`src/hdl/adcpc_pkg.sv`:
```
package adcpc_pkg;

  // Clock
  localparam int CLK_HZ        = 20_000_000;
  localparam int CLK_PERIOD_NS = 50;

  // Register offsets
  localparam logic [5:0] OFS_CONV_CTRL = 6'h01;
  localparam logic [5:0] OFS_EXC_CTRL  = 6'h03;
  localparam logic [5:0] OFS_BIAS_CTRL = 6'h04;

  // Reset values
  localparam logic [15:0] RST_CONV_CTRL = 16'h0000;
  localparam logic [23:0] RST_EXC_CTRL  = 24'h000000;
  localparam logic [15:0] RST_BIAS_CTRL = 16'h0000;

  // Converter control fields; bits 15:13 read as zero
  localparam int          CC_CLK_SEL_LSB = 0;
  localparam int          CC_MODE_LSB    = 2;
  localparam int          CC_PWR_LSB     = 6;
  localparam int          CC_FLAGS_LSB   = 8;
  localparam logic [15:0] CC_WMASK       = 16'h1fff;

  // Excitation and output control fields; bit 14 reads as zero
  localparam int          EX_PIN_A_LSB = 0;
  localparam int          EX_PIN_B_LSB = 4;
  localparam int          EX_LVL_A_LSB = 8;
  localparam int          EX_LVL_B_LSB = 11;
  localparam int          EX_BRIDGE    = 15;
  localparam int          EX_GP_EN_LSB = 16;
  localparam int          EX_GP_DT_LSB = 20;
  localparam logic [23:0] EX_WMASK     = 24'hffbfff;

  // Level codes: 0 off, 1..6 = 50, 100, 250, 500, 750 uA, 1 mA
  localparam logic [2:0] LVL_OFF = 3'h0;

  // Operating modes
  localparam logic [3:0] MODE_CONT    = 4'h0;
  localparam logic [3:0] MODE_STANDBY = 4'h2;
  localparam logic [3:0] MODE_PDOWN   = 4'h3;

  // Clock source select
  localparam logic [1:0] CLKSEL_INT     = 2'h0;
  localparam logic [1:0] CLKSEL_INT_OUT = 2'h1;

  // Power modes and master clock dividers minus one
  localparam logic [1:0] PWR_LOW      = 2'h0;
  localparam logic [1:0] PWR_MID      = 2'h1;
  localparam logic [2:0] DIVM1_FULL   = 3'h0;
  localparam logic [2:0] DIVM1_MID    = 3'h3;
  localparam logic [2:0] DIVM1_LOW    = 3'h7;

  // Oscillator: 614.4 kHz in tenths of Hz, toggled at twice that rate
  localparam int          OSC_HZ_X10 = 6_144_000;
  localparam logic [31:0] OSC_STEP   = 32'(2 * OSC_HZ_X10);
  localparam logic [31:0] OSC_MOD    = 32'(CLK_HZ * 10);

  // Timing
  localparam int STBY_WAKE_MCLK  = 130;
  localparam int SER_WAKE_CLKS   = 64;
  localparam int WAKE_SETTLE_NS  = 2_000_000;
  localparam int WAKE_SETTLE_CYC =
    (WAKE_SETTLE_NS + CLK_PERIOD_NS - 1) / CLK_PERIOD_NS;

  typedef enum logic [4:0] {
    ST_SETTLE  = 5'b00001,
    ST_ACTIVE  = 5'b00010,
    ST_STANDBY = 5'b00100,
    ST_WAKE    = 5'b01000,
    ST_DOWN    = 5'b10000
  } adcpc_state_t;

endpackage : adcpc_pkg

```
`src/hdl/adcpc_sync3.sv`:
```
`timescale 1ns/10ps
module adcpc_sync3 #(
  parameter int W = 8
) (
  // Clock and reset
  input  wire logic         clk,
  input  wire logic         sys_rst,
  // Pin side
  input  wire logic [W-1:0] d_in,
  // Filtered level
  output logic      [W-1:0] q_out
);

  logic [W-1:0] s1_r;
  logic [W-1:0] s2_r;
  logic [W-1:0] s3_r;

  // A bit changes only once stages two and three agree
  genvar gi;
  generate
    for (gi = 0; gi < W; gi++) begin : g_bit
      always_ff @(posedge clk or posedge sys_rst) begin
        if (sys_rst) begin
          s1_r[gi]  <= 1'b0;
          s2_r[gi]  <= 1'b0;
          s3_r[gi]  <= 1'b0;
          q_out[gi] <= 1'b0;
        end else begin
          s1_r[gi] <= d_in[gi];
          s2_r[gi] <= s1_r[gi];
          s3_r[gi] <= s2_r[gi];
          if (s2_r[gi] == s3_r[gi]) begin
            q_out[gi] <= s3_r[gi];
          end
        end
      end
    end
  endgenerate

endmodule : adcpc_sync3

```
`src/hdl/adcpc_ctrl.sv`:
```
`timescale 1ns/10ps
module adcpc_ctrl #(
  parameter int WAKE_SETTLE_CYC = adcpc_pkg::WAKE_SETTLE_CYC
) (
  // Clock and reset
  input  wire logic        clk,
  input  wire logic        sys_rst,
  // Register access from the serial engine
  input  wire logic        reg_wr,
  input  wire logic        reg_rd,
  input  wire logic [5:0]  reg_addr,
  input  wire logic [23:0] reg_wdata,
  output logic      [23:0] reg_rdata,
  output logic             reg_rvalid,
  output logic             regs_ready,
  // Status flag
  output logic             por_flag,
  input  wire logic        por_flag_clr,
  // Serial pins, watched for the wake pattern
  input  wire logic        sclk_pin,
  input  wire logic        cs_n_pin,
  input  wire logic        din_pin,
  // Clock pin
  input  wire logic        ext_clk_pin,
  output logic             clk_pin_out,
  output logic             clk_pin_oe,
  output logic             mclk_tick,
  // Conversion results
  input  wire logic [23:0] conv_sample,
  input  wire logic        conv_bipolar,
  input  wire logic        conv_valid,
  output logic      [23:0] code_out,
  output logic             code_valid,
  // Analog controls
  output logic      [2:0]  current_a_level,
  output logic      [2:0]  current_b_level,
  output logic      [3:0]  current_a_pin_sel,
  output logic      [3:0]  current_b_pin_sel,
  output logic             bridge_switch_on,
  output logic      [15:0] bias_enable_bits,
  output logic             ref_enable,
  output logic      [4:0]  ctrl_flags,
  output logic      [3:0]  mode_out,
  output logic             conv_run,
  // General-purpose outputs
  output logic      [3:0]  gp_out_value,
  output logic      [3:0]  gp_out_oe,
  input  wire logic [3:0]  gp_pin_in,
  // Diagnostics needing the master clock
  input  wire logic        diag_mclk_req,
  output logic             diag_mclk_run
);

  localparam logic [15:0] SETTLE_LAST = 16'(WAKE_SETTLE_CYC - 1);
  localparam logic [15:0] STBY_LAST   = 16'(adcpc_pkg::STBY_WAKE_MCLK - 1);
  localparam logic [6:0]  SER_LAST    = 7'(adcpc_pkg::SER_WAKE_CLKS - 1);

  adcpc_pkg::adcpc_state_t state_r;
  adcpc_pkg::adcpc_state_t state_nxt;

  logic [15:0] conv_ctrl_r;
  logic [23:0] exc_ctrl_r;
  logic [15:0] bias_ctrl_r;
  logic [15:0] cnt_r;
  logic [6:0]  ser_cnt_r;
  logic [31:0] osc_acc_r;
  logic        osc_r;
  logic [2:0]  div_cnt_r;
  logic        sclk_d_r;
  logic        ext_d_r;
  logic        diag_blk_r;
  logic [7:0]  pins_q;

  // Synchronised pins
  adcpc_sync3 #(.W(8)) u_sync (
    .clk     (clk),
    .sys_rst (sys_rst),
    .d_in    ({gp_pin_in, ext_clk_pin, din_pin, cs_n_pin, sclk_pin}),
    .q_out   (pins_q)
  );

  wire       sclk_q   = pins_q[0];
  wire       cs_n_q   = pins_q[1];
  wire       din_q    = pins_q[2];
  wire       ext_q    = pins_q[3];
  wire [3:0] gp_q     = pins_q[7:4];

  wire       st_settle  = (state_r == adcpc_pkg::ST_SETTLE);
  wire       st_active  = (state_r == adcpc_pkg::ST_ACTIVE);
  wire       st_standby = (state_r == adcpc_pkg::ST_STANDBY);
  wire       st_wake    = (state_r == adcpc_pkg::ST_WAKE);
  wire       st_down    = (state_r == adcpc_pkg::ST_DOWN);
  wire       regs_ok    = st_active | st_standby | st_wake;

  // Control fields
  wire [1:0] clk_sel  = conv_ctrl_r[adcpc_pkg::CC_CLK_SEL_LSB +: 2];
  wire [3:0] mode_f   = conv_ctrl_r[adcpc_pkg::CC_MODE_LSB +: 4];
  wire [1:0] pwr_f    = conv_ctrl_r[adcpc_pkg::CC_PWR_LSB +: 2];
  wire       use_int  = (clk_sel == adcpc_pkg::CLKSEL_INT) |
                        (clk_sel == adcpc_pkg::CLKSEL_INT_OUT);
  wire       mode_sby = (mode_f == adcpc_pkg::MODE_STANDBY);
  wire       mode_pd  = (mode_f == adcpc_pkg::MODE_PDOWN);

  // Register writes
  wire        wr_ok    = reg_wr & regs_ok;
  wire        wr_cc    = wr_ok & (reg_addr == adcpc_pkg::OFS_CONV_CTRL);
  wire        wr_ex    = wr_ok & (reg_addr == adcpc_pkg::OFS_EXC_CTRL);
  wire        wr_bias  = wr_ok & (reg_addr == adcpc_pkg::OFS_BIAS_CTRL);
  wire [3:0]  new_mode = reg_wdata[adcpc_pkg::CC_MODE_LSB +: 4];
  // Power-down from any mode but standby keeps the previous mode
  wire        pd_bad   = (new_mode == adcpc_pkg::MODE_PDOWN) &
                         ~(st_standby & mode_sby);
  wire [15:0] cc_wr    = reg_wdata[15:0] & adcpc_pkg::CC_WMASK;
  wire [15:0] cc_nxt   = pd_bad ?
    {cc_wr[15:6], mode_f, cc_wr[1:0]} : cc_wr;

  // Internal oscillator as a fractional accumulator
  wire [31:0] osc_sum  = osc_acc_r + adcpc_pkg::OSC_STEP;
  wire        osc_wrap = (osc_sum >= adcpc_pkg::OSC_MOD);
  wire        osc_rise = osc_wrap & ~osc_r;
  wire        ext_rise = ext_q & ~ext_d_r;
  wire        src_tick = use_int ? osc_rise : ext_rise;

  // Power mode divider
  wire [2:0]  div_lim  = (pwr_f == adcpc_pkg::PWR_LOW) ? adcpc_pkg::DIVM1_LOW :
                         (pwr_f == adcpc_pkg::PWR_MID) ? adcpc_pkg::DIVM1_MID :
                         adcpc_pkg::DIVM1_FULL;
  // Compare by magnitude so a switch to a faster mode cannot stall the count
  wire        div_end  = (div_cnt_r >= div_lim);
  wire        mclk_nxt = src_tick & div_end & ~st_down;

  // Wake pattern: consecutive serial clocks with select low, data high
  wire        sclk_rise = sclk_q & ~sclk_d_r;
  wire        ser_one   = sclk_rise & ~cs_n_q & din_q;
  wire        ser_done  = st_down & ser_one & (ser_cnt_r == SER_LAST);

  wire        settle_done = st_settle & (cnt_r == SETTLE_LAST);
  wire        wake_done   = st_wake & mclk_tick & (cnt_r == STBY_LAST);

  always_comb begin
    state_nxt = state_r;
    unique case (state_r)
      adcpc_pkg::ST_SETTLE: begin
        if (settle_done) begin
          state_nxt = adcpc_pkg::ST_ACTIVE;
        end
      end
      adcpc_pkg::ST_ACTIVE: begin
        if (mode_sby) begin
          state_nxt = adcpc_pkg::ST_STANDBY;
        end
      end
      adcpc_pkg::ST_STANDBY: begin
        if (mode_pd) begin
          state_nxt = adcpc_pkg::ST_DOWN;
        end else if (!mode_sby) begin
          state_nxt = adcpc_pkg::ST_WAKE;
        end
      end
      adcpc_pkg::ST_WAKE: begin
        if (mode_sby) begin
          state_nxt = adcpc_pkg::ST_STANDBY;
        end else if (wake_done) begin
          state_nxt = adcpc_pkg::ST_ACTIVE;
        end
      end
      adcpc_pkg::ST_DOWN: begin
        if (ser_done) begin
          state_nxt = adcpc_pkg::ST_SETTLE;
        end
      end
    endcase
  end

  // Counter shared by the settle and standby-exit waits
  wire [15:0] cnt_nxt =
    (state_nxt != state_r)  ? 16'h0000 :
    st_settle               ? cnt_r + 16'h0001 :
    (st_wake & mclk_tick)   ? cnt_r + 16'h0001 : cnt_r;

  wire [6:0] ser_nxt = !st_down ? 7'h00 :
                       cs_n_q   ? 7'h00 :
                       !sclk_rise ? ser_cnt_r :
                       din_q    ? ser_cnt_r + 7'h01 : 7'h00;

  // Standby forces the currents off; the reference enable plays no part
  wire       cur_off  = ~(st_active | st_settle);
  wire [2:0] lvl_a    = exc_ctrl_r[adcpc_pkg::EX_LVL_A_LSB +: 3];
  wire [2:0] lvl_b    = exc_ctrl_r[adcpc_pkg::EX_LVL_B_LSB +: 3];
  wire [3:0] gp_en    = exc_ctrl_r[adcpc_pkg::EX_GP_EN_LSB +: 4];
  wire [3:0] gp_dat   = exc_ctrl_r[adcpc_pkg::EX_GP_DT_LSB +: 4];

  // Read path: data bits show the pins, not the stored values
  wire [23:0] ex_rd   = {gp_q, exc_ctrl_r[19:0]};
  wire [23:0] rd_mux  =
    !regs_ok                                 ? 24'h000000 :
    (reg_addr == adcpc_pkg::OFS_CONV_CTRL)   ? {8'h00, conv_ctrl_r} :
    (reg_addr == adcpc_pkg::OFS_EXC_CTRL)    ? ex_rd :
    (reg_addr == adcpc_pkg::OFS_BIAS_CTRL)   ? {8'h00, bias_ctrl_r} :
    24'h000000;

  // Code formatting: offset binary is the two's complement with MSB flipped
  wire [23:0] code_nxt = conv_bipolar ?
    {~conv_sample[23], conv_sample[22:0]} :
    conv_sample;

  // Diagnostic switched on during standby stays blocked until switched off
  wire diag_blk_nxt = diag_mclk_req & (diag_blk_r | st_standby);

  always_ff @(posedge clk or posedge sys_rst) begin
    if (sys_rst) begin
      state_r   <= adcpc_pkg::ST_SETTLE;
      cnt_r     <= 16'h0000;
      ser_cnt_r <= 7'h00;
      sclk_d_r  <= 1'b0;
      ext_d_r   <= 1'b0;
      diag_blk_r <= 1'b0;
    end else begin
      state_r   <= state_nxt;
      cnt_r     <= cnt_nxt;
      ser_cnt_r <= ser_nxt;
      sclk_d_r  <= sclk_q;
      ext_d_r   <= ext_q;
      diag_blk_r <= diag_blk_nxt;
    end
  end

  // Registers: held at reset values while powered down and while settling
  always_ff @(posedge clk or posedge sys_rst) begin
    if (sys_rst) begin
      conv_ctrl_r <= adcpc_pkg::RST_CONV_CTRL;
      exc_ctrl_r  <= adcpc_pkg::RST_EXC_CTRL;
      bias_ctrl_r <= adcpc_pkg::RST_BIAS_CTRL;
    end else if (st_down || st_settle) begin
      conv_ctrl_r <= adcpc_pkg::RST_CONV_CTRL;
      exc_ctrl_r  <= adcpc_pkg::RST_EXC_CTRL;
      bias_ctrl_r <= adcpc_pkg::RST_BIAS_CTRL;
    end else begin
      // Standby keeps every register as written
      if (wr_cc) begin
        conv_ctrl_r <= cc_nxt;
      end
      if (wr_ex) begin
        exc_ctrl_r <= reg_wdata & adcpc_pkg::EX_WMASK;
      end
      if (wr_bias) begin
        bias_ctrl_r <= reg_wdata[15:0];
      end
    end
  end

  // Oscillator stops in power-down, so its phase restarts on wake
  always_ff @(posedge clk or posedge sys_rst) begin
    if (sys_rst) begin
      osc_acc_r <= 32'h00000000;
      osc_r     <= 1'b0;
      div_cnt_r <= 3'h0;
    end else if (st_down) begin
      osc_acc_r <= 32'h00000000;
      osc_r     <= 1'b0;
      div_cnt_r <= 3'h0;
    end else begin
      osc_acc_r <= osc_wrap ? osc_sum - adcpc_pkg::OSC_MOD : osc_sum;
      osc_r     <= osc_r ^ osc_wrap;
      if (src_tick) begin
        div_cnt_r <= div_end ? 3'h0 : div_cnt_r + 3'h1;
      end
    end
  end

  // Output flops
  always_ff @(posedge clk or posedge sys_rst) begin
    if (sys_rst) begin
      reg_rdata         <= 24'h000000;
      reg_rvalid        <= 1'b0;
      regs_ready        <= 1'b0;
      por_flag          <= 1'b0;
      clk_pin_out       <= 1'b0;
      clk_pin_oe        <= 1'b0;
      mclk_tick         <= 1'b0;
      code_out          <= 24'h000000;
      code_valid        <= 1'b0;
      current_a_level   <= adcpc_pkg::LVL_OFF;
      current_b_level   <= adcpc_pkg::LVL_OFF;
      current_a_pin_sel <= 4'h0;
      current_b_pin_sel <= 4'h0;
      bridge_switch_on  <= 1'b0;
      bias_enable_bits  <= 16'h0000;
      ref_enable        <= 1'b0;
      ctrl_flags        <= 5'h00;
      mode_out          <= adcpc_pkg::MODE_CONT;
      conv_run          <= 1'b0;
      gp_out_value      <= 4'h0;
      gp_out_oe         <= 4'h0;
      diag_mclk_run     <= 1'b0;
    end else begin
      reg_rdata   <= reg_rd ? rd_mux : reg_rdata;
      reg_rvalid  <= reg_rd;
      regs_ready  <= regs_ok | settle_done;
      // Set wins over a clear in the same cycle
      por_flag    <= settle_done |
                     (por_flag & ~por_flag_clr & ~st_down);
      clk_pin_out <= osc_r;
      clk_pin_oe  <= (clk_sel == adcpc_pkg::CLKSEL_INT_OUT) & ~st_down;
      mclk_tick   <= mclk_nxt;
      code_out    <= conv_valid ? code_nxt : code_out;
      code_valid  <= conv_valid & st_active;
      current_a_level   <= cur_off ? adcpc_pkg::LVL_OFF : lvl_a;
      current_b_level   <= cur_off ? adcpc_pkg::LVL_OFF : lvl_b;
      current_a_pin_sel <= exc_ctrl_r[adcpc_pkg::EX_PIN_A_LSB +: 4];
      current_b_pin_sel <= exc_ctrl_r[adcpc_pkg::EX_PIN_B_LSB +: 4];
      bridge_switch_on  <= exc_ctrl_r[adcpc_pkg::EX_BRIDGE];
      bias_enable_bits  <= bias_ctrl_r;
      ref_enable        <= conv_ctrl_r[adcpc_pkg::CC_FLAGS_LSB];
      ctrl_flags        <= conv_ctrl_r[adcpc_pkg::CC_FLAGS_LSB +: 5];
      mode_out          <= mode_f;
      conv_run          <= st_active & ~settle_done;
      gp_out_value      <= gp_dat;
      gp_out_oe         <= st_down ? 4'h0 : gp_en;
      diag_mclk_run     <= diag_mclk_req & ~diag_blk_nxt & regs_ok;
    end
  end

endmodule : adcpc_ctrl

```
`config.mk`:
```
export PLATFORM = sky130hd
export DESIGN_NAME = adcpc_ctrl
export DESIGN_NICKNAME = d
export VERILOG_FILES = /design/src/hdl/adcpc_pkg.sv /design/src/hdl/adcpc_sync3.sv /design/src/hdl/adcpc_ctrl.sv
export SDC_FILE = /design/constraint.sdc
export NUM_CORES = 1
export LEC_CHECK = 0
export BUFFER_PORTS_ARGS = -buffer_cell sky130_fd_sc_hd__buf_2
export CAP_MARGIN = 5
export CORE_MARGIN = 2
export CORE_UTILIZATION = 45
export DETAILED_ROUTE_END_ITERATION = 10
export PLACE_DENSITY = 0.74
export SETUP_SLACK_MARGIN = 0.1
export SLEW_MARGIN = 5
export SYNTH_ARGS = -nofsm -noshare
export SYNTH_HDL_FRONTEND = slang
export SYNTH_SLANG_ARGS = --single-unit
```
`constraint.sdc`:
```
create_clock -name clk -period 7.25 [get_ports clk]
set_clock_uncertainty 0.1 [all_clocks]
set_input_delay 0.3625 -clock clk [delete_from_list [all_inputs] [get_ports clk]]
set_output_delay 0.3625 -clock clk [all_outputs]
set_load 0.005 [all_outputs]
```
==> results.cfg <==
[outcome]
result_of_the_run = complete, no violations

[synthesis]
synth_top_flop_cell = sky130_fd_sc_hd__dfrtp_1
synth.top_cells.by_area = sky130_fd_sc_hd__dfrtp_1 (58%), sky130_fd_sc_hd__nand2_1 (5.5%), sky130_fd_sc_hd__mux2i_1 (3.6%)
number_of_synthesized_flops_with_an_enable_pin = 0
syn-cell-area_sq_um = 10600
synth_async_sr_flop_share_pct = 100
synthDistinctLibCells = 77
synth_sequential_area_ratio_pct = 58.3
synth_largest_type_area_fraction_pct = 58.0
synth.most_common_cell = sky130_fd_sc_hd__dfrtp_1
synth.net_count = 1055
synthCells = 975
synth_area_per_cell_sq_um = 10.9
synthesis.yosys.warnings = 0
synth_largest_area_cell = sky130_fd_sc_hd__dfrtp_1
synthTopCellsByCount = sky130_fd_sc_hd__dfrtp_1 (246), sky130_fd_sc_hd__nand2_1 (155), sky130_fd_sc_hd__o21ai_0 (55)
ys_ff_latch = 247

[min_path]
holdPathStages = 3
min_path_type = input pin to register

[global_routing]
pin_count_of_the_biggest_net_entering_global_routing = 177
grt_pass1_wl_microns = 41200
grt_util_all_layers_pct = 20.7
grt_remaining_overflow = 0
via_count_of_the_first_global_routing_pass = 8193
antenna_found_initial = 0

[power_and_ir_drop]
report.power.total_uw = 2900
power_per_cell_area_nw_per_um2 = 220
p_leak_uw = 0.00635
power.ir.vdd_worst_mv = 0.172

[setup_path]
timing.critical_path.arrival_ns = 4.42
cp.required_ns = 7.60
cp-end-kind = register
critical_path_cell_count = 12
timing.critical_path.from_type = register
crit_path_cell_trace = inv_1 -> ha_1 -> and2b_1 -> o21ai_0 -> a41o_1 -> o2111ai_2 -> or4_4 -> nand2_1 -> ha_1 -> a21oi_1 -> or4b_2 -> a21oi_1
reg2reg_setup_slack_ns = 3.18
worst_path_largest_cell_delay_ns = 0.70
timing.critical_path.buf_inv = 1
worstRegToRegCells = 12
critical_path_top_delay_cell = sky130_fd_sc_hd__or4_4
path_delay_family = simple AND/OR/NAND/NOR gates
worstPathMaxFanout = 16
criticalPathCategory = register to register

[timing]
slew_headroom_pct = 16.2
final.period_utilization_pct = 56.1
grt_setup_unrepaired = false
timing_worst_slew_pin_value_ns = 1.25
finalHoldViolCount = 0
final_setup_fails = 0
min_period_ns = 4.07
finalSetupTns_ns = 0
maxClockFrequency_mhz = 246
number_of_slew_limit_violations_in_the_final_report = 0

[layout]
diodes = 0
number_of_fill_cells = 2012
multiInputGateArea_sq_um = 4130
drive_above_1_share_pct = 23.6
synth_to_final_area_change_pct = 24.4
nNetsFinal = 1275
area.sequential_sq_um = 6180

[floorplan]
fp.dieArea_sq_um = 24800
die_w_microns = 158
num_rows = 56
die_h_microns = 158
num_io_pins = 176
core_area_sq_um = 23300
floorplan.initialDensity_pct = 45.5

[run]
max-cap-violations = 0

[detailed_routing]
dr.first_iter.drc_count = 498
route.detailed.drc = 0
ant_nets = 0
drt_first_pass_iters = 5
detail_route.wirelength_microns = 25600
routedWlPerCell_microns = 16.7
post_drt_via_cell_ratio = 5.27
vias = 8074

[clocking]
cts_tree = yes
cts-buffers-inserted = 27
clk_pin_slew_ns = 0.06
clock_path_buffers = 3
depth_of_the_cts_h_tree = 1
clk-insertion-delay-late_ns = 0.52
cts_sinks = 247
clock-root-buffer = sky130_fd_sc_hd__clkbuf_16

[place]
buffer_ports.inserted = 175
dpl.hpwl_microns = 16100
gp_congestion = 0.841
kinds of logic (layout without fill, tap and decap cells):
| group | Yosys count | count (layout) | synth area share [%] |
|---|---|---|---|
| and+or+nand+nor | 366 | 366 | 17.0 |
| DFF | 247 | 247 | 58.3 |
| AOI/OAI and AO/OA | 173 | 173 | 10.9 |
| buffers and inverters | 76 | 315 | 3.01 |
| muxes | 62 | 62 | 6.13 |
| xor gates and xnor gates | 33 | 33 | 2.80 |
| adders and majority gates | 18 | 18 | 1.93 |
final cells by class:
type / instances / share of cell area, %
Sequential cell: 247 / 46.9
Timing Repair Buffer: 237 / 11.3
Clock buffer: 36 / 5.53
Inverter: 30 / 0.882
Multi-Input combinational cell: 652 / 31.3
Tap cell: 319 / 3.02
Clock inverter: 12 / 1.17
layout by cell type (no fill, tap or decap), drive strengths merged, types with 8 or more instances in the layout:
| cell type | Yosys | layout |
|---|---|---|
| nor2b | 10 | 10 |
| and3 | 9 | 9 |
| nand2b | 12 | 12 |
| nor2 | 54 | 54 |
| inv | 30 | 29 |
| xnor2 | 12 | 12 |
| buf | 15 | 184 |
| a21oi | 52 | 52 |
| dfrtp | 246 | 246 |
| dlygate4sd3 | 0 | 53 |
| and2 | 11 | 11 |
| xor2 | 21 | 21 |
| mux2 | 24 | 24 |
| a22o | 10 | 10 |
| or3 | 11 | 11 |
| ha | 10 | 10 |
| o21ai | 55 | 55 |
| nand2 | 155 | 155 |
| clkbuf | 31 | 36 |
| maj3 | 8 | 8 |
| nand3 | 40 | 40 |
| mux2i | 38 | 38 |
| nor3 | 18 | 18 |
routing by layer:
layer	vias up	wire (microns)	GRT usage, %
met5	-	0	0
met3	54	1200	3.44
met1	3968	11300	27.9
met2	219	12200	34.0
li1	3833	-	-
met4	0	797	7.32
metrics by stage:
| stage | setup slack (ns) | util, % | hold WS (ns) | instances | instance area, sq um |
|---|---|---|---|---|---|
| global placement | 3.29 | 50.5 | 0.233 | 1432 | 11800 |
| floorplan | 3.45 | - | 0.231 | 975 | 10600 |
| finish | 3.18 | 56.6 | 0.0235 | 1533 | 13200 |
| global route | 2.92 | 56.6 | 0.0185 | 1533 | 13200 |
| CTS | 3.18 | 56.6 | 0.00323 | 1533 | 13200 |
| detailed placement | 3.20 | 50.5 | 0.235 | 1432 | 11800 |
sequential cells by signal, summed over array words and instances, names as in the netlist, 4 cells and up:
signal,cells
osc_acc_r,23
u_sync.s1_r,8
ctrl_flags,5
code_out,24
state_r,5
reg_rdata,24
mode_out,4
u_sync.s2_r,8
current_a_pin_sel,4
current_b_pin_sel,4
gp_out_value,4
exc_ctrl_r,23
ser_cnt_r,7
u_sync.s3_r,8
bias_enable_bits,16
cnt_r,16
gp_out_oe,4
bias_ctrl_r,16
u_sync.q_out,8
conv_ctrl_r,13
worst paths after layout:
path,end,startpoint
min in group asynchronous,code_out[2],sys_rst
max reg2reg,div_cnt_r[2],osc_acc_r[15]
min,exc_ctrl_r[1],reg_wdata[1]
min reg2reg,u_sync.s2_r[6],u_sync.s1_r[6]
max,div_cnt_r[2],osc_acc_r[15]
max in group asynchronous,current_a_level[2],sys_rst
timing repair:
item / in CTS / in global routing
hold buffers: 53 / 0
endpoints found under the hold margin: 62 / 0
resized for setup: 0 / 0
setup buffers: 0 / 0
report_power, final:
part	switching (uW)	internal, uW
Combinational	64.2	61.2
Clock	544	814
Sequential	13.7	1410
worst register-to-register path: stages (launching register included):
cell and delay [ns]:
sky130_fd_sc_hd__dfrtp_1 0.46, sky130_fd_sc_hd__inv_1 0.11, sky130_fd_sc_hd__ha_1 0.31, sky130_fd_sc_hd__and2b_1 0.26
sky130_fd_sc_hd__o21ai_0 0.33, sky130_fd_sc_hd__a41o_1 0.28, sky130_fd_sc_hd__o2111ai_2 0.17, sky130_fd_sc_hd__or4_4 0.70
sky130_fd_sc_hd__nand2_1 0.17, sky130_fd_sc_hd__ha_1 0.16, sky130_fd_sc_hd__a21oi_1 0.15, sky130_fd_sc_hd__or4b_2 0.66
sky130_fd_sc_hd__a21oi_1 0.15
No activity file was read; power rests on OpenSTA's default activity.
